$ cat src/timer_unit_pkg.sv
/*
  Package for the two-channel timer unit: register indices, field
  positions, reset values and mode encodings.
  Assumes a plain address/strobe register port and one 125 MHz clock.
*/
package timer_unit_pkg;

  localparam int ADDR_W = 4;
  localparam logic [ADDR_W-1:0] IDX_PERIPH_EN = 4'h0;
  localparam logic [ADDR_W-1:0] IDX_PRESCALE = 4'h1;
  localparam logic [ADDR_W-1:0] IDX_MODE0 = 4'h2;
  localparam logic [ADDR_W-1:0] IDX_MODE3 = 4'h3;
  localparam logic [ADDR_W-1:0] IDX_DATA0 = 4'h4;
  localparam logic [ADDR_W-1:0] IDX_DATA3 = 4'h5;
  localparam logic [ADDR_W-1:0] IDX_OUT_MODE = 4'h6;
  localparam logic [ADDR_W-1:0] IDX_OUT_LEVEL = 4'h7;
  localparam logic [ADDR_W-1:0] IDX_START = 4'h8;
  localparam logic [ADDR_W-1:0] IDX_STATUS = 4'h9;
  localparam logic [ADDR_W-1:0] IDX_COUNT0 = 4'hA;
  localparam logic [ADDR_W-1:0] IDX_COUNT3 = 4'hB;

  localparam int GATE_BIT = 0;
  localparam int PRS_LSB = 0;
  localparam int PRS_W = 4;
  localparam int CKS_LSB = 14;
  localparam int CCS_BIT = 12;
  localparam int SPLIT_BIT = 11;
  localparam int STS_LSB = 8;
  localparam int MD_LSB = 1;
  localparam int MD0_BIT = 0;
  localparam int CH3_BIT = 3;

  localparam logic [15:0] RST_REG = 16'h0000;
  localparam logic [15:0] RST_DATA = 16'hFFFF;

  typedef enum logic [2:0] {
    MODE_INTERVAL = 3'h0,
    MODE_CAPTURE = 3'h2,
    MODE_EVENT = 3'h3,
    MODE_ONECOUNT = 3'h4,
    MODE_CAP_ONE = 3'h6
  } op_mode_t;

  typedef enum logic [2:0] {
    TRIG_SOFT = 3'h0,
    TRIG_EDGE = 3'h1,
    TRIG_BOTH = 3'h2,
    TRIG_MASTER = 3'h4
  } trig_sel_t;

  // Register port request bundle
  typedef struct packed {
    logic [ADDR_W-1:0] addr;
    logic [15:0] wdata;
    logic wr;
    logic rd;
  } reg_req_t;

  // One channel's run state
  typedef struct packed {
    logic [15:0] cnt;
    logic run;
    logic tout;
    logic pinDly;
  } chan_state_t;

endpackage

$ cat src/timer_unit.sv
/*
  Timer unit core: clock gate, prescaler with four operation clocks,
  channels 0 and 3 with mode registers, data registers, master/slave
  output mode and channel 3 output polarity.
  Assumes synchronous inputs, one clock, synchronous active-low reset.
*/
`timescale 1ns/1ps

module timer_unit
  import timer_unit_pkg::*;
#(
  parameter int CH = 2
) (
  input wire logic clk,
  input wire logic rst_b,
  input wire logic [ADDR_W-1:0] addr,
  input wire logic [15:0] wdata,
  input wire logic wrStb,
  input wire logic rdStb,
  output logic [15:0] rdata,
  input wire logic [CH-1:0] timerInputPin,
  output logic [CH-1:0] timerOut,
  output logic [CH-1:0] channelTimerInterrupt
);

  typedef struct packed {
    logic [7:0] periphEn;
    logic [15:0] prescale;
    logic [CH-1:0][15:0] mode;
    logic [CH-1:0][15:0] data;
    logic [15:0] outMode;
    logic [15:0] outLevel;
    logic [14:0] div;
    logic [CH-1:0][15:0] capt;
    chan_state_t [CH-1:0] ch;
    logic [15:0] rdata;
    logic [CH-1:0] irq;
  } state_t;

  state_t s_q;
  state_t s_d;
  reg_req_t req;
  logic [3:0] opTick;
  logic [CH-1:0] cntTick;
  logic [CH-1:0] edgeOne;
  logic [CH-1:0] edgeAny;
  logic [CH-1:0] hwTrig;
  logic [CH-1:0] swStart;
  logic unitOn;
  logic [14:0] divNext;

  assign req = '{addr: addr, wdata: wdata, wr: wrStb, rd: rdStb};
  assign unitOn = s_q.periphEn[GATE_BIT];
  assign divNext = s_q.div + 15'h0001;

  // Prescaler taps; B, C, D use their own 4-bit fields
  always_comb begin
    for (int k = 0; k < 4; k++) begin
      logic [3:0] n;
      n = s_q.prescale[k*4 +: PRS_W];
      opTick[k] = unitOn && ((n == 4'h0) ||
        (s_q.div & ((15'h0001 << n) - 15'h0001)) ==
        ((15'h0001 << n) - 15'h0001));
    end
  end

  // Per-channel tick and trigger decode
  generate
    for (genvar c = 0; c < CH; c++) begin : g_ch
      logic [1:0] cks;
      logic [2:0] sts;
      logic opT;
      assign cks = s_q.mode[c][CKS_LSB +: 2];
      assign sts = s_q.mode[c][STS_LSB +: 3];
      // 00 A, 01 C, 10 B, 11 D
      assign opT = (cks == 2'b00) ? opTick[0] :
                   (cks == 2'b01) ? opTick[2] :
                   (cks == 2'b10) ? opTick[1] : opTick[3];
      assign edgeOne[c] = unitOn && timerInputPin[c] && !s_q.ch[c].pinDly;
      assign edgeAny[c] = unitOn && (timerInputPin[c] != s_q.ch[c].pinDly);
      assign cntTick[c] = s_q.mode[c][CCS_BIT] ? edgeOne[c] : opT;
      // Master interrupt from slot 0 starts a slave in slot 1
      assign hwTrig[c] = unitOn && (
        (sts == TRIG_EDGE && edgeOne[c]) ||
        (sts == TRIG_BOTH && edgeAny[c]) ||
        (sts == TRIG_MASTER && c != 0 && s_q.irq[0]));
      assign swStart[c] = req.wr && req.addr == IDX_START &&
                          req.wdata[c == 0 ? 0 : CH3_BIT];
    end
  endgenerate

  // Next-state: registers, prescaler, channel counters
  always_comb begin
    logic [2:0] md;
    logic md0;
    logic up;
    logic trig;
    logic split;
    logic zero;
    s_d = s_q;
    md = '0;
    md0 = 1'b0;
    up = 1'b0;
    trig = 1'b0;
    split = 1'b0;
    zero = 1'b0;
    s_d.irq = '0;
    s_d.div = unitOn ? divNext : 15'h0000;
    if (req.wr) begin
      unique case (req.addr)
        IDX_PERIPH_EN: s_d.periphEn = req.wdata[7:0];
        IDX_PRESCALE: s_d.prescale = req.wdata;
        IDX_MODE0: s_d.mode[0] = req.wdata;
        IDX_MODE3: s_d.mode[1] = req.wdata;
        IDX_DATA0: s_d.data[0] = req.wdata;
        IDX_DATA3: s_d.data[1] = req.wdata;
        IDX_OUT_MODE: s_d.outMode = req.wdata & 16'h0008;
        IDX_OUT_LEVEL: s_d.outLevel = req.wdata & 16'h0008;
        default: ;
      endcase
    end
    for (int c = 0; c < CH; c++) begin
      md = s_q.mode[c][MD_LSB +: 3];
      md0 = s_q.mode[c][MD0_BIT];
      up = (md == MODE_CAPTURE) || (md == MODE_CAP_ONE);
      split = (c != 0) && s_q.mode[c][SPLIT_BIT];
      zero = split ? (s_q.ch[c].cnt[7:0] == 8'h00) :
             (s_q.ch[c].cnt == 16'h0000);
      s_d.ch[c].pinDly = timerInputPin[c];
      trig = hwTrig[c] || swStart[c];
      if (!unitOn) begin
        s_d.ch[c].run = 1'b0;
      end else if (trig && (!s_q.ch[c].run ||
          (md == MODE_ONECOUNT && md0) ||
          md == MODE_INTERVAL || md == MODE_EVENT)) begin
        // Start, or accepted restart
        s_d.ch[c].run = 1'b1;
        s_d.ch[c].cnt = up ? 16'h0000 : s_q.data[c];
        if (up && s_q.ch[c].run) begin
          s_d.capt[c] = s_q.ch[c].cnt;
        end
        if (md0 && (md == MODE_INTERVAL || md == MODE_CAPTURE ||
            (md == MODE_ONECOUNT && s_q.ch[c].run))) begin
          s_d.irq[c] = 1'b1;
        end
      end else if (s_q.ch[c].run && cntTick[c]) begin
        if (up) begin
          s_d.ch[c].cnt = s_q.ch[c].cnt + 16'h0001;
        end else if (zero) begin
          s_d.irq[c] = 1'b1;
          if (md == MODE_ONECOUNT || md == MODE_CAP_ONE) begin
            s_d.ch[c].run = 1'b0;
          end else begin
            s_d.ch[c].cnt = s_q.data[c];
          end
        end else begin
          s_d.ch[c].cnt = s_q.ch[c].cnt - 16'h0001;
        end
      end
      // Output: slave mode sets on master irq, resets on own
      if (c != 0 && s_q.outMode[CH3_BIT]) begin
        if (s_d.irq[c]) begin
          s_d.ch[c].tout = 1'b0;
        end else if (s_d.irq[0]) begin
          s_d.ch[c].tout = 1'b1;
        end
      end else if (s_d.irq[c] && md != MODE_EVENT) begin
        s_d.ch[c].tout = !s_q.ch[c].tout;
      end
    end
    s_d.rdata = 16'h0000;
    if (req.rd) begin
      unique case (req.addr)
        IDX_PERIPH_EN: s_d.rdata = {8'h00, s_q.periphEn};
        IDX_PRESCALE: s_d.rdata = s_q.prescale;
        IDX_MODE0: s_d.rdata = s_q.mode[0];
        IDX_MODE3: s_d.rdata = s_q.mode[1];
        IDX_DATA0: s_d.rdata = s_q.data[0];
        IDX_DATA3: s_d.rdata = s_q.data[1];
        IDX_OUT_MODE: s_d.rdata = s_q.outMode;
        IDX_OUT_LEVEL: s_d.rdata = s_q.outLevel;
        IDX_STATUS: s_d.rdata = {12'h000, s_q.ch[1].run, 2'b00, s_q.ch[0].run};
        IDX_COUNT0: s_d.rdata = s_q.ch[0].cnt;
        IDX_COUNT3: s_d.rdata = s_q.ch[1].cnt;
        default: s_d.rdata = 16'h0000;
      endcase
    end
  end

  // Single state register
  always_ff @(posedge clk) begin
    if (!rst_b) begin
      s_q <= '0;
      s_q.data <= {CH{RST_DATA}};
    end else begin
      s_q <= s_d;
    end
  end

  assign rdata = s_q.rdata;
  assign channelTimerInterrupt = s_q.irq;
  // Polarity applied at the pin
  assign timerOut[0] = s_q.ch[0].tout ^ s_q.outLevel[0];
  assign timerOut[1] = s_q.ch[1].tout ^ s_q.outLevel[CH3_BIT];
endmodule

$ cat config.mk
export PLATFORM = sky130hd
export DESIGN_NAME = timer_unit
export DESIGN_NICKNAME = d
export VERILOG_FILES = /design/src/timer_unit_pkg.sv /design/src/timer_unit.sv
export SDC_FILE = /design/constraint.sdc
export NUM_CORES = 1
export LEC_CHECK = 0
export BUFFER_PORTS_ARGS = -buffer_cell sky130_fd_sc_hd__buf_2
export CAP_MARGIN = 0
export CORE_ASPECT_RATIO = 0.8
export CORE_UTILIZATION = 50
export DETAILED_ROUTE_END_ITERATION = 6
export PLACE_DENSITY = 0.71
export SYNTH_ARGS = -nofsm -noshare
export SYNTH_HDL_FRONTEND = slang
export SYNTH_SLANG_ARGS = --single-unit
$ cat constraint.sdc
create_clock -name clk -period 4.4 [get_ports clk]
set_input_delay 0.66 -clock clk [delete_from_list [all_inputs] [get_ports clk]]
set_output_delay 0.66 -clock clk [all_outputs]
set_load 0.05 [all_outputs]
# Word-level counts from Yosys, hierarchy flattened
# Cells that the tools add are included.
word_totals:
  reg_bits: 161
classes:
  n_addsub: 9
  eq_ne: 41
  shifts: 4
  mux: 44
  bitwise_logic: 5
  n_reduce_logical: 95
ops:
  columns: ["operator", "n"]
  rows:
  - ["$pmux W16 S11", 1]
  - ["$mux W16", 8]
  - ["$mux W17", 4]
  - ["$and A15 B15 Y15", 4]
  - ["$eq A15 B15 Y1", 4]
  - ["$shl A1 B4 Y15 const A", 4]
  - ["$sub A15 B1 Y15 const B", 4]
  - ["$add A16 B1 Y16 const B", 2]
  - ["$logic_and A1 B1 Y1", 32]
  - ["$logic_not A16 Y1", 2]
  - ["$sub A16 B1 Y16 const B", 2]
  - ["$mux W1", 31]
  - ["$logic_or A1 B1 Y1", 23]
  - ["$reduce_and A2 Y1", 11]
  - ["$logic_not A4 Y1", 5]
  - ["$eq A3 B2 Y1 const B", 6]
  - ["$eq A4 B3 Y1 const B", 4]
  - ["$eq A4 B4 Y1 const B", 4]
  - ["$add A15 B1 Y15 const B", 1]
  - ["$eq A3 B3 Y1 const B", 5]
  - ["$reduce_bool A2 Y1", 7]
  - ["$eq A4 B2 Y1 const B", 2]
  - ["$logic_not A8 Y1", 1]
  - ["$ne A4 B4 Y1 const B", 2]
  - ["other kinds (14)", 29]

# Longest topological paths before layout
# Gate-level depths: netlist of run 1.
depth:
  depth_word: 17
  ltp_mapped: 18
  depth_no_buf: 13

# Worst setup path before layout of run 1
# OpenSTA, ideal clock, no wires.
synth_path:
  path_type: "reg2reg"
  start: "register s_q[202] in the netlist's numbering"
  end: "register s_q[30] in the netlist's numbering"
  setup_ns: 0.115
  t_arrival_ns: 3.458
  required_time_ns: 4.285
  slack_ns: 0.826
  path_stages_with_launch: 16
  path_buffers: 4
  synth_period_minus_slack_ns: 3.574
  path_cell_list: "dfxtp_1 buf_2 buf_2 or4b_2 ha_1 buf_4 nor4b_1 a22oi_1 o211ai_1 nor4_1 or3_1 a311oi_2 o22ai_2 buf_6 and3_1 a31o_1"
synth_via:
  elab_chain_cells: 11
  elab_cells_between_ends: 12
  cone_classes: "add/sub (1); eq/ne (1); shift (1); mux (2); bitwise (1); reduce/logical (6)"
synth_lines:
  columns: ["element", "line", "rtl"]
  rows:
  - ["start: declaration", "timer_unit.sv:40", "state_t s_q;"]
  - ["$shl A1 B4 Y15", "timer_unit.sv:62, timer_unit.sv:63", null]
  - ["$sub A15 B1 Y15", "timer_unit.sv:62, timer_unit.sv:63", null]
  - ["$and A15 B15 Y15", "timer_unit.sv:62", "(s_q.div & ((15'h0001 << n) - 15'h0001)) =="]
  - ["$eq A15 B15 Y1", "timer_unit.sv:62", null]
  - ["$logic_or A1 B1 Y1 (*)", "timer_unit.sv:61", "opTick[k] = unitOn && ((n == 4'h0) ||"]
  - ["$logic_and A1 B1 Y1 (*)", "timer_unit.sv:61", null]
  - ["$mux W1 (*)", "timer_unit.sv:76", "assign opT = (cks == 2'b00) ? opTick[0] :"]
  - ["$mux W1 (*)", "timer_unit.sv:81", "assign cntTick[c] = s_q.mode[c][CCS_BIT] ? edgeOne[c] : opT;"]
  - ["$logic_and A1 B1 Y1 (*)", "timer_unit.sv:146", "end else if (s_q.ch[c].run && cntTick[c]) begin"]
  - ["$reduce_bool A2 Y1 (no source line) (*)", null, null]
  - ["$reduce_and A3 Y1 (no source line) (*)", null, null]
# Mark *: on every way between the ends. The rest lies on a longest branch, timed or not.
# A chain may end at the register's enable or synchronous reset.

# Worst setup path after layout of run 1
layout_path:
  start: "register s_q[207] in the netlist's numbering"
  end: "register s_q[29] in the netlist's numbering"
layout_via:
  elab_chain_cells: 12
  elab_cells_between_ends: 13
  cone_classes: "add/sub (1); eq/ne (1); shift (1); mux (3); bitwise (1); reduce/logical (6)"
layout_lines:
  columns: ["element", "line", "rtl"]
  rows:
  - ["$shl A1 B4 Y15", "timer_unit.sv:62, timer_unit.sv:63", null]
  - ["$sub A15 B1 Y15", "timer_unit.sv:62, timer_unit.sv:63", null]
  - ["$and A15 B15 Y15", "timer_unit.sv:62", null]
  - ["$eq A15 B15 Y1", "timer_unit.sv:62", null]
  - ["$logic_or A1 B1 Y1 (*)", "timer_unit.sv:61", null]
  - ["$logic_and A1 B1 Y1 (*)", "timer_unit.sv:61", null]
  - ["$mux W1 (*)", "timer_unit.sv:77", "(cks == 2'b01) ? opTick[2] :"]
  - ["$mux W1 (*)", "timer_unit.sv:76", null]
  - ["$mux W1 (*)", "timer_unit.sv:81", null]
  - ["$logic_and A1 B1 Y1 (*)", "timer_unit.sv:146", null]
  - ["$reduce_bool A2 Y1 (no source line) (*)", null, null]
  - ["$reduce_and A3 Y1 (no source line) (*)", null, null]
# Marks and branches as above.

==> results of run 1 <==
==> per-layer routing <==
metal  global-route usage [%]  wire length, µm  vias up
met1                     47.7            15100     4992
met5                        0                0        -
met2                     46.5            13700      588
met3                     6.40             3630       89
li1                         -                -     4866
met4                     12.5             1140        0
==> registers in the layout (all words and copies together), names as in the netlist <==
signal                 cells
g_ch.cks                   4
g_ch.sts                   6
channelTimerInterrupt      2
rdata                     16
s_q                      133
==> cell type report <==
cell class                      count  area, µm²  share of cell area [%]
Clock buffer                       22        474                    4.37
Clock inverter                      9        108                   0.993
Inverter                           40        150                    1.39
Multi-Input combinational cell   1025       6060                    55.9
Sequential cell                   161       3220                    29.7
Tap cell                          264        330                    3.05
Timing Repair Buffer               79        493                    4.55
==> critical path, cell delays in order, from the launching register on <==
cell                        delay (ns)
sky130_fd_sc_hd__dfxtp_1          0.40
sky130_fd_sc_hd__or2_2            0.35
sky130_fd_sc_hd__or3_1            0.38
sky130_fd_sc_hd__ha_1             0.38
sky130_fd_sc_hd__or2_1            0.31
sky130_fd_sc_hd__a2111oi_0        0.41
sky130_fd_sc_hd__nor4_1           0.08
sky130_fd_sc_hd__and4_1           0.22
sky130_fd_sc_hd__nand3_1          0.08
sky130_fd_sc_hd__nand3_1          0.09
sky130_fd_sc_hd__a311oi_2         0.45
sky130_fd_sc_hd__o22ai_2          0.19
sky130_fd_sc_hd__buf_12           0.22
sky130_fd_sc_hd__and3_1           0.17
sky130_fd_sc_hd__a31o_2           0.20
==> placed cells by master, fill, tap and decap left out, drive strengths merged, types with 9 or more instances in the layout <==
cell type / instances
nand2: 243
dfxtp: 161
a21oi: 106
nor2: 89
buf: 79
nand3: 75
o21ai: 61
a22oi: 47
inv: 40
nor3: 28
xnor2: 26
a31oi: 22
clkbuf: 22
and3: 21
a211oi: 20
nor4: 17
nand4: 16
and2: 16
xor2: 13
o32ai: 13
nand2b: 12
or3: 11
nor2b: 11
ha: 11
a41oi: 10
nor4b: 10
a221oi: 9
o221ai: 9
a32oi: 9
==> worst paths after layout <==
path	from	end	slack, ns	depth (start not counted)
setup / recovery	s_q[207]	s_q[29]	0.35	14
hold reg to reg	s_q[190]	s_q[190]	0.46	2
hold / removal	s_q[190]	s_q[190]	0.46	2
setup reg to reg	s_q[207]	s_q[29]	0.35	14
==> stage by stage <==
step	util [%]	hold slack (ns)	instances	cell area [µm²]
finish	54.8	0.457	1600	10800
global route	54.8	0.477	1600	10800
CTS	54.7	0.455	1600	10800
detailed placement	51.8	0.446	1569	10300
global placement	51.8	0.441	1569	10300
floorplan	-	0.436	1371	10100
==> cell families after synthesis <==
kind of cell             share of synthesized area (%)
AO/OA/AOI/OAI                                     26.5
XOR/XNOR                                          3.38
adder cells (fa/ha/maj)                           1.36
buffers and inverters                             8.51
flip-flops                                        31.9
multiplexers                                     0.594
AND/OR/NAND/NOR                                   27.8
==> where the power goes <==
part	total [W]	internal [W]	switching [W]
clock network	0.00149	0.000876	0.000614
registers	0.00149	0.00147	0.0000193
logic	0.000222	0.0000679	0.000154
total	0.00321	0.00242	0.000787
==> synthesized netlist by cell type (5+ instances only) <==
| cell type | n |
|---|---|
| sky130_fd_sc_hd__a211oi_1 | 18 |
| sky130_fd_sc_hd__a21oi_1 | 106 |
| sky130_fd_sc_hd__a221o_1 | 5 |
| sky130_fd_sc_hd__a221oi_1 | 9 |
| sky130_fd_sc_hd__a222oi_1 | 8 |
| sky130_fd_sc_hd__a22oi_1 | 47 |
| sky130_fd_sc_hd__a31oi_1 | 22 |
| sky130_fd_sc_hd__a32oi_1 | 9 |
| sky130_fd_sc_hd__a41oi_1 | 10 |
| sky130_fd_sc_hd__and2_1 | 15 |
| sky130_fd_sc_hd__and3_1 | 21 |
| sky130_fd_sc_hd__buf_2 | 22 |
| sky130_fd_sc_hd__buf_4 | 27 |
| sky130_fd_sc_hd__buf_6 | 5 |
| sky130_fd_sc_hd__clkbuf_1 | 89 |
| sky130_fd_sc_hd__dfxtp_1 | 161 |
| sky130_fd_sc_hd__ha_1 | 11 |
| sky130_fd_sc_hd__inv_1 | 40 |
| sky130_fd_sc_hd__mux2i_1 | 6 |
| sky130_fd_sc_hd__nand2_1 | 243 |
| sky130_fd_sc_hd__nand2b_1 | 12 |
| sky130_fd_sc_hd__nand3_1 | 75 |
| sky130_fd_sc_hd__nand3b_1 | 6 |
| sky130_fd_sc_hd__nand4_1 | 16 |
| sky130_fd_sc_hd__nor2_1 | 89 |
| sky130_fd_sc_hd__nor2b_1 | 11 |
| sky130_fd_sc_hd__nor3_1 | 28 |
| sky130_fd_sc_hd__nor4_1 | 17 |
| sky130_fd_sc_hd__nor4b_1 | 8 |
| sky130_fd_sc_hd__nor4bb_1 | 5 |
| sky130_fd_sc_hd__o21ai_0 | 59 |
| sky130_fd_sc_hd__o221ai_1 | 9 |
| sky130_fd_sc_hd__o32a_1 | 8 |
| sky130_fd_sc_hd__o32ai_1 | 13 |
| sky130_fd_sc_hd__or3_1 | 11 |
| sky130_fd_sc_hd__xnor2_1 | 26 |
| sky130_fd_sc_hd__xor2_1 | 13 |
==> impl_metrics.tcl, run 1 <==
set metrics [dict create \
    run_status "complete, no violations" \
    clock-skew-final_ns 0.00940 \
    place.gp.congestion 0.948 \
    clock.fmax_mhz 247 \
    max-clock-path-buffers 2 \
    synth_async_sr_flop_share_pct 0 \
    hold_viol_final 0 \
    critPathKind "flop to flop" \
    timing.critical_path.arrival_ns 4.38 \
    grt_use_total_pct 32.5 \
    num_rows 46 \
    maximum_ir_drop_on_the_vdd_rail_mv 0.230 \
    antenna_cells 0 \
    num_vias 10500 \
    yosys.area.top_type_share_pct 31.9 \
    hold_buffers 0 \
    cts.clk_slew.worst_paths_ns 0.06 \
    drcViolationCount 0 \
    finalSetupViolCount 0 \
    num_io_pins 46 \
    kind_of_path_behind_the_tightest_hold_check "flop to flop" \
    drv_slew 0 \
    clock_sink_count 161 \
    grt_start_max_net_pins 50 \
    initial_core_util_pct 51.1 \
    cts-buffers-inserted 17 \
    power.density_cell_area_nw_per_um2 296 \
    grt_pass1_vias 9264 \
    post_route_cells_drive_above_1_share_pct 10.1 \
    grt_overflow_total 0 \
    synth.lib_cells_used.distinct 81 \
    chip_width_um 161 \
    postSynthRegisterBits 161 \
    avgRoutedWirePerCell_um 21.0 \
    synth_edf_count 0 \
    antenna_found_initial 0 \
    yosysWarnings 0 \
    mappedNetlistArea_um2 10100 \
    placement.setup.worst_slack_ns 0.426 \
    setup_repair_after_global_routing_missed_its_margin "no" \
    fin_crit_sh_pct 92.1 \
    synth_top_flop_cell "sky130_fd_sc_hd__dfxtp_1" \
    syn_avg_cell_area_um2 7.38 \
    leakage_nw 3.84 \
    p_total_w 0.00321 \
    fin_tns_setup_ns 0 \
    timing.final.ws_setup_ns 0.349 \
    cts_tree "done" \
    route.antenna.remaining_nets 0 \
    clockRootBuffer "sky130_fd_sc_hd__clkbuf_16" \
    worstSetupEndpointType "flop" \
    worst-slew-pin-transition_ns 1.21 \
    drt-initial-drc-count 1436 \
    htree_levels 4 \
    skew_pair_late_insertion_delay_ns 0.43 \
    first_pass_grt_wire_length_mm 52.8 \
    timing.max_slew.rel_slack_pct 19.0 \
    core_area_um2 19800 \
    start_kind "flop" \
    finalNetCount 1361 \
    maxCapViolations 0 \
    dieHeight_um 129 \
    hpwlAfterDp_mm 23.8 \
    area_growth_from_synthesis_to_final_layout_pct 7.19 \
    yosys-top-cells-area "sky130_fd_sc_hd__dfxtp_1 (32%), sky130_fd_sc_hd__nand2_1 (9.0%), sky130_fd_sc_hd__a21oi_1 (5.2%)" \
    timing.final.crit_period_ns 4.05 \
    path_max_fanout 32 \
    detail_route.wirelength_mm 33.5 \
    post_drt_via_cell_ratio 6.58 \
    die-area_um2 20800 \
    drtPass1Iterations 7 \
    place.port_buffers 45 \
    synth_seq_area_share_pct 31.9 \
    synth_nets 1408 \
    postCtsSetupRepairBufs 0 \
    yosysTopAreaCell "sky130_fd_sc_hd__dfxtp_1" \
    cts_resized 0 \
    data_required_time_at_the_worst_endpoint_ns 4.73 \
    netlist_instances 1371 \
    filler_cells_inserted 1921 \
]
Power figures use the tool's default switching activity.
==> run 2: changes to the inputs <==
--- a/config.mk
+++ b/config.mk
@@ -7,10 +7,11 @@
 export LEC_CHECK = 0
 export BUFFER_PORTS_ARGS = -buffer_cell sky130_fd_sc_hd__buf_2
 export CAP_MARGIN = 0
-export CORE_ASPECT_RATIO = 0.8
 export CORE_UTILIZATION = 50
 export DETAILED_ROUTE_END_ITERATION = 6
+export HOLD_SLACK_MARGIN = 0.12
 export PLACE_DENSITY = 0.71
+export SKIP_CTS_REPAIR_TIMING = 1
 export SYNTH_ARGS = -nofsm -noshare
 export SYNTH_HDL_FRONTEND = slang
 export SYNTH_SLANG_ARGS = --single-unit
==> impl_metrics.tcl, run 2 (same netlist as run 1, synthesis figures left out) <==
set metrics [dict create \
    fin_crit_sh_pct 92.2 \
    hold_viol_final 0 \
    drt-initial-drc-count 1433 \
    grtUsageMet3_pct 7.38 \
    path_buf_inv 3 \
    detail_route.wirelength_mm 33.4 \
    max-clock-path-buffers 2 \
    instances_no_fill 1603 \
    mostFrequentLayoutCell "sky130_fd_sc_hd__nand2_1" \
    multi_input_comb_area_um2 6080 \
    post_route_cells_drive_above_1_share_pct 10.3 \
    grt_use_total_pct 32.6 \
    p_total_w 0.00321 \
    route.antenna.remaining_nets 0 \
    drv_slew 0 \
    initial_core_util_pct 51.5 \
    r2r_start "s_q[204]" \
    internal_power_w 0.00234 \
    whs_endpoint "s_q[171]" \
    antenna_found_initial 0 \
    num_rows 51 \
    timing.critical_path.arrival_ns 4.36 \
    top_register "s_q" \
    start_kind "flop" \
    hpwlAfterDp_mm 23.0 \
    whs_path_depth 2 \
    clockRootBuffer "sky130_fd_sc_hd__clkbuf_16" \
    fin_tns_setup_ns 0 \
    finalSetupViolCount 0 \
    grt_pass1_vias 9184 \
    timing.max_slew.rel_slack_pct 9.79 \
    chip_width_um 144 \
    area_growth_from_synthesis_to_final_layout_pct 7.39 \
    dieHeight_um 144 \
    clock.fmax_mhz 246 \
    cts-buffers-inserted 17 \
    placedCellCount 1571 \
    leakage_nw 3.85 \
    maximum_ir_drop_on_the_vdd_rail_mv 0.252 \
    critPathKind "flop to flop" \
    r2r_end "s_q[48]" \
    final_core_util_pct 55.3 \
    mostFrequentLayoutCells "sky130_fd_sc_hd__nand2_1 (243), sky130_fd_sc_hd__dfxtp_1 (161), sky130_fd_sc_hd__a21oi_1 (106)" \
    critical_path.top_delay_family "compound AO/OA/AOI/OAI gates" \
    clock-skew-final_ns 0.0118 \
    num_vias 10500 \
    timing.critical_path.cells "nor4_1, inv_1, ha_1, buf_4, or3_1, a211oi_1, a211o_1, nand2_1, a311oi_1, o41ai_2, nand4_1, a21o_1, buf_12, mux2i_1, nor2_1" \
    place.gp.congestion 0.943 \
    cts.clk_slew.worst_paths_ns 0.07 \
    worst-slew-pin-transition_ns 1.35 \
    num_io_pins 46 \
    maxCapViolations 0 \
    ff_latch_area_um2 3220 \
    kind_of_path_behind_the_tightest_hold_check "flop to flop" \
    grt_busiest_layer "met2" \
    filler_cells_inserted 1861 \
    setup_repair_after_global_routing_missed_its_margin "no" \
    post_drt_via_cell_ratio 6.54 \
    die-area_um2 20800 \
    worst_path_largest_cell_delay_ns 0.54 \
    finalNetCount 1362 \
    htree_levels 4 \
    pwr-share-comb_pct 6.9 \
    clock_sink_count 161 \
    total_switching_power_w 0.000873 \
    drcViolationCount 6 \
    use_met2_pct 47.4 \
    pwr-share-seq_pct 46.4 \
    hold_path.startpoint "s_q[171]" \
    avgRoutedWirePerCell_um 20.9 \
    power_frac_clock_pct 46.6 \
    core_area_um2 19700 \
    place.port_buffers 45 \
    run_status "finished with violations" \
    power.density_cell_area_nw_per_um2 296 \
    drtPass1Iterations 7 \
    skew_pair_late_insertion_delay_ns 0.45 \
    largest_register_ffs 133 \
    grt_start_max_net_pins 59 \
    worst-r2r-cell-count 15 \
    worstSetupEndpointType "flop" \
    antenna_cells 0 \
    cts_tree "done" \
    data_required_time_at_the_worst_endpoint_ns 4.70 \
    switching_share_pct 27.2 \
    first_pass_grt_wire_length_mm 51.6 \
    grt_overflow_total 0 \
    timing.final.crit_period_ns 4.06 \
    path_max_fanout 17 \
    rrSetupSlack_ns 0.34 \
    use_met1_pct 45.6 \
    critical_path_slowest_stage_cell "sky130_fd_sc_hd__nor4_1" \
    failed_checks "DRC" \
]
run 2: power groups by stage:
stage	Clock, W	Combinational (W)	Sequential (W)
2_1_floorplan	0	0.000147	0.00152
3_3_place_gp	0	0.000215	0.00152
3_5_place_dp	0	0.000216	0.00152
4_1_cts	0.00150	0.000217	0.00149
5_1_grt	0.00157	0.000239	0.00149
6_report	0.00150	0.000223	0.00149
run 2: worst max-delay path by stage:
stage / endpoint / startpoint / cells after the start / slack [ns]
6_report: s_q[48] / s_q[204] / 15 / 0.34
5_1_grt: s_q[48] / s_q[204] / 15 / 0.09
4_1_cts: s_q[38] / s_q[199] / 12 / 0.16
3_5_place_dp: s_q[38] / s_q[199] / 12 / 0.20
3_3_place_gp: s_q[38] / s_q[199] / 12 / 0.27
2_1_floorplan: s_q[30] / s_q[202] / 15 / 0.83
run 2: worst reg2reg max path, cell delays in order, from the launching register on:
cell	delay [ns]
sky130_fd_sc_hd__dfxtp_1	0.42
sky130_fd_sc_hd__nor4_1	0.54
sky130_fd_sc_hd__inv_1	0.10
sky130_fd_sc_hd__ha_1	0.29
sky130_fd_sc_hd__buf_4	0.20
sky130_fd_sc_hd__or3_1	0.30
sky130_fd_sc_hd__a211oi_1	0.22
sky130_fd_sc_hd__a211o_1	0.14
sky130_fd_sc_hd__nand2_1	0.08
sky130_fd_sc_hd__a311oi_1	0.37
sky130_fd_sc_hd__o41ai_2	0.15
sky130_fd_sc_hd__nand4_1	0.11
sky130_fd_sc_hd__a21o_1	0.52
sky130_fd_sc_hd__buf_12	0.22
sky130_fd_sc_hd__mux2i_1	0.19
sky130_fd_sc_hd__nor2_1	0.05
run 2: final cells by class:
cell class	instances	share of cell area, %
Clock buffer	18	3.95
Clock inverter	14	1.36
Inverter	40	1.38
Multi-Input combinational cell	1025	56.0
Sequential cell	161	29.7
Tap cell	265	3.05
Timing Repair Buffer	80	4.61
run 2: metal layers:
| metal | up-vias | part of all wire, % |
|---|---|---|
| li1 | 4867 | - |
| met1 | 4876 | 43 |
| met2 | 645 | 42 |
| met3 | 90 | 11 |
| met4 | 0 | 4.0 |
| met5 | - | 0 |
run 2: metrics by stage:
step | hold slack [ns] | worst slack (ns) | area (µm²)
floorplan | 0.436 | 0.826 | 10100
global placement | 0.440 | 0.266 | 10300
detailed placement | 0.446 | 0.198 | 10300
CTS | 0.451 | 0.163 | 10800
global route | 0.468 | 0.0950 | 10900
finish | 0.457 | 0.342 | 10900
==> run 3: changes to the inputs <==
--- a/config.mk
+++ b/config.mk
@@ -8,6 +8,7 @@
 export BUFFER_PORTS_ARGS = -buffer_cell sky130_fd_sc_hd__buf_2
 export CAP_MARGIN = 0
 export CORE_UTILIZATION = 50
+export CTS_CLUSTER_DIAMETER = 150
 export DETAILED_ROUTE_END_ITERATION = 6
 export HOLD_SLACK_MARGIN = 0.12
 export PLACE_DENSITY = 0.71
==> constraint.sdc (replaced) <==
create_clock -name clk -period 3.8 [get_ports clk]
set_input_delay 0.57 -clock clk [delete_from_list [all_inputs] [get_ports clk]]
set_output_delay 0.57 -clock clk [all_outputs]
set_load 0.05 [all_outputs]
==> impl_metrics.tcl, run 3 (same netlist as run 1, synthesis figures left out) <==
set metrics [dict create \
    run_status "complete, no violations" \
    initial_core_util_pct 51.5 \
    hpwlAfterDp_mm 23.5 \
    mostFrequentLayoutCell "sky130_fd_sc_hd__nand2_1" \
    power_frac_clock_pct 46.8 \
    critical_path_slowest_stage_cell "sky130_fd_sc_hd__a311oi_4" \
    crit_path_frequent_cell "sky130_fd_sc_hd__nand3_1" \
    cts_tree "done" \
    skew_pair_late_insertion_delay_ns 0.45 \
    die-area_um2 20800 \
    leakage_nw 3.95 \
    num_rows 51 \
    total_switching_power_w 0.00100 \
    maximum_ir_drop_on_the_vdd_rail_mv 0.317 \
    worst_path_largest_cell_delay_ns 0.45 \
    worst_hold_slack_ns 0.380 \
    area_growth_from_synthesis_to_final_layout_pct 9.63 \
    antenna_found_initial 0 \
    setup_repair_after_global_routing_missed_its_margin "yes" \
    finalSetupViolCount 0 \
    fin_tns_setup_ns 0 \
    dieHeight_um 144 \
    drv_slew 0 \
    maxCapViolations 0 \
    pwr-share-seq_pct 45.9 \
    drtPass1Iterations 6 \
    clockRootBuffer "sky130_fd_sc_hd__clkbuf_16" \
    power.density_cell_area_nw_per_um2 339 \
    max-clock-path-buffers 2 \
    htree_levels 4 \
    critPathKind "flop to flop" \
    clock-skew-final_ns 0.0111 \
    drcViolationCount 0 \
    switching_share_pct 26.6 \
    timing.final.crit_period_ns 3.60 \
    fin_crit_sh_pct 94.7 \
    grt_use_total_pct 33.3 \
    post_route_cells_drive_above_1_share_pct 12.2 \
    finalNetCount 1381 \
    path_buf_inv 1 \
    filler_cells_inserted 1885 \
    top_register "s_q" \
    antenna_cells 0 \
    grt_overflow_total 0 \
    grt_start_max_net_pins 52 \
    internal_power_w 0.00276 \
    timing.critical_path.cells "or2_2, or3_1, ha_2, or2_1, a2111oi_2, nor4_1, and4_1, nand3_1, nand3_1, a311oi_4, o22ai_2, buf_12, and3_1, a31o_2" \
    p_total_w 0.00376 \
    critical_path.top_delay_family "simple AND/OR/NAND/NOR gates" \
    route.antenna.remaining_nets 0 \
    num_vias 10600 \
    kind_of_path_behind_the_tightest_hold_check "primary input to flop" \
    place.gp.congestion 0.959 \
    first_pass_grt_wire_length_mm 53.1 \
    path_max_fanout 32 \
    hold_viol_final 0 \
    clock_sink_count 161 \
    drt-initial-drc-count 1281 \
    worst-slew-pin-transition_ns 0.967 \
    place.port_buffers 45 \
    timing.critical_path.arrival_ns 3.94 \
    cts-buffers-inserted 17 \
    chip_width_um 144 \
    timing.max_slew.rel_slack_pct 35.6 \
    cts.clk_slew.worst_paths_ns 0.07 \
    avgRoutedWirePerCell_um 20.7 \
    mostFrequentLayoutCells "sky130_fd_sc_hd__nand2_1 (243), sky130_fd_sc_hd__dfxtp_1 (161), sky130_fd_sc_hd__a21oi_1 (106)" \
    grt_pass1_vias 9580 \
    detail_route.wirelength_mm 33.6 \
    num_io_pins 46 \
    core_area_um2 19700 \
    largest_register_ffs 133 \
    worstSetupEndpointType "flop" \
    start_kind "flop" \
    pwr-share-comb_pct 7.2 \
    data_required_time_at_the_worst_endpoint_ns 4.14 \
    final_core_util_pct 56.4 \
    post_drt_via_cell_ratio 6.54 \
    clock.fmax_mhz 278 \
]
-- run 3: per-stage QoR --
step                area [µm²]  setup slack [ns]  instances
CTS                      11000            -0.143       1621
global placement         10400           -0.0112       1589
finish                   11100             0.201       1622
floorplan                10100             0.226       1371
detailed placement       10400            -0.111       1589
global route             11100          -0.00370       1622
-- run 3: layer usage --
| metal | wire length (µm) | vias to the layer above | share of wire [%] | track usage [%] |
|---|---|---|---|---|
| li1 | - | 4908 | - | - |
| met4 | 1330 | 0 | 3.9 | 14.2 |
| met5 | 0 | - | 0 | 0 |
| met1 | 14100 | 4988 | 42 | 46.7 |
| met3 | 3730 | 102 | 11 | 7.09 |
| met2 | 14500 | 612 | 43 | 49.0 |
-- run 3: cell type report --
| type | count | area, µm² | area share [%] |
|---|---|---|---|
| multi-input combinational | 1025 | 6140 | 55.4 |
| sequential | 161 | 3220 | 29.1 |
| timing repair buffer | 99 | 643 | 5.80 |
| clock buffer | 19 | 453 | 4.09 |
| tap | 265 | 332 | 2.99 |
| inverter | 40 | 150 | 1.35 |
| clock inverter | 13 | 141 | 1.28 |
-- run 3: path summary, 6_finish.rpt --
path / from / cells after the start / slack (ns) / end
max: s_q[207] / 14 / 0.20 / s_q[26]
min: timerInputPin[1] / 2 / 0.38 / s_q[37]
max reg2reg: s_q[207] / 14 / 0.20 / s_q[26]
min reg2reg: s_q[178] / 2 / 0.46 / s_q[178]
-- run 3: worst reg2reg max path, stage by stage (launching register included) --
cell	delay (ns)
sky130_fd_sc_hd__dfxtp_1	0.31
sky130_fd_sc_hd__or2_2	0.31
sky130_fd_sc_hd__or3_1	0.39
sky130_fd_sc_hd__ha_2	0.25
sky130_fd_sc_hd__or2_1	0.25
sky130_fd_sc_hd__a2111oi_2	0.30
sky130_fd_sc_hd__nor4_1	0.07
sky130_fd_sc_hd__and4_1	0.21
sky130_fd_sc_hd__nand3_1	0.08
sky130_fd_sc_hd__nand3_1	0.13
sky130_fd_sc_hd__a311oi_4	0.45
sky130_fd_sc_hd__o22ai_2	0.17
sky130_fd_sc_hd__buf_12	0.19
sky130_fd_sc_hd__and3_1	0.18
sky130_fd_sc_hd__a31o_2	0.20
-- run 3: power groups by stage --
stage                     logic [W]  clock network [W]  registers [W]
final                      0.000271            0.00176        0.00173
after global routing       0.000290            0.00185        0.00173
after CTS                  0.000259            0.00176        0.00172
after detailed placement   0.000258                  0        0.00176
after global placement     0.000256                  0        0.00176
after floorplan            0.000171                  0        0.00176
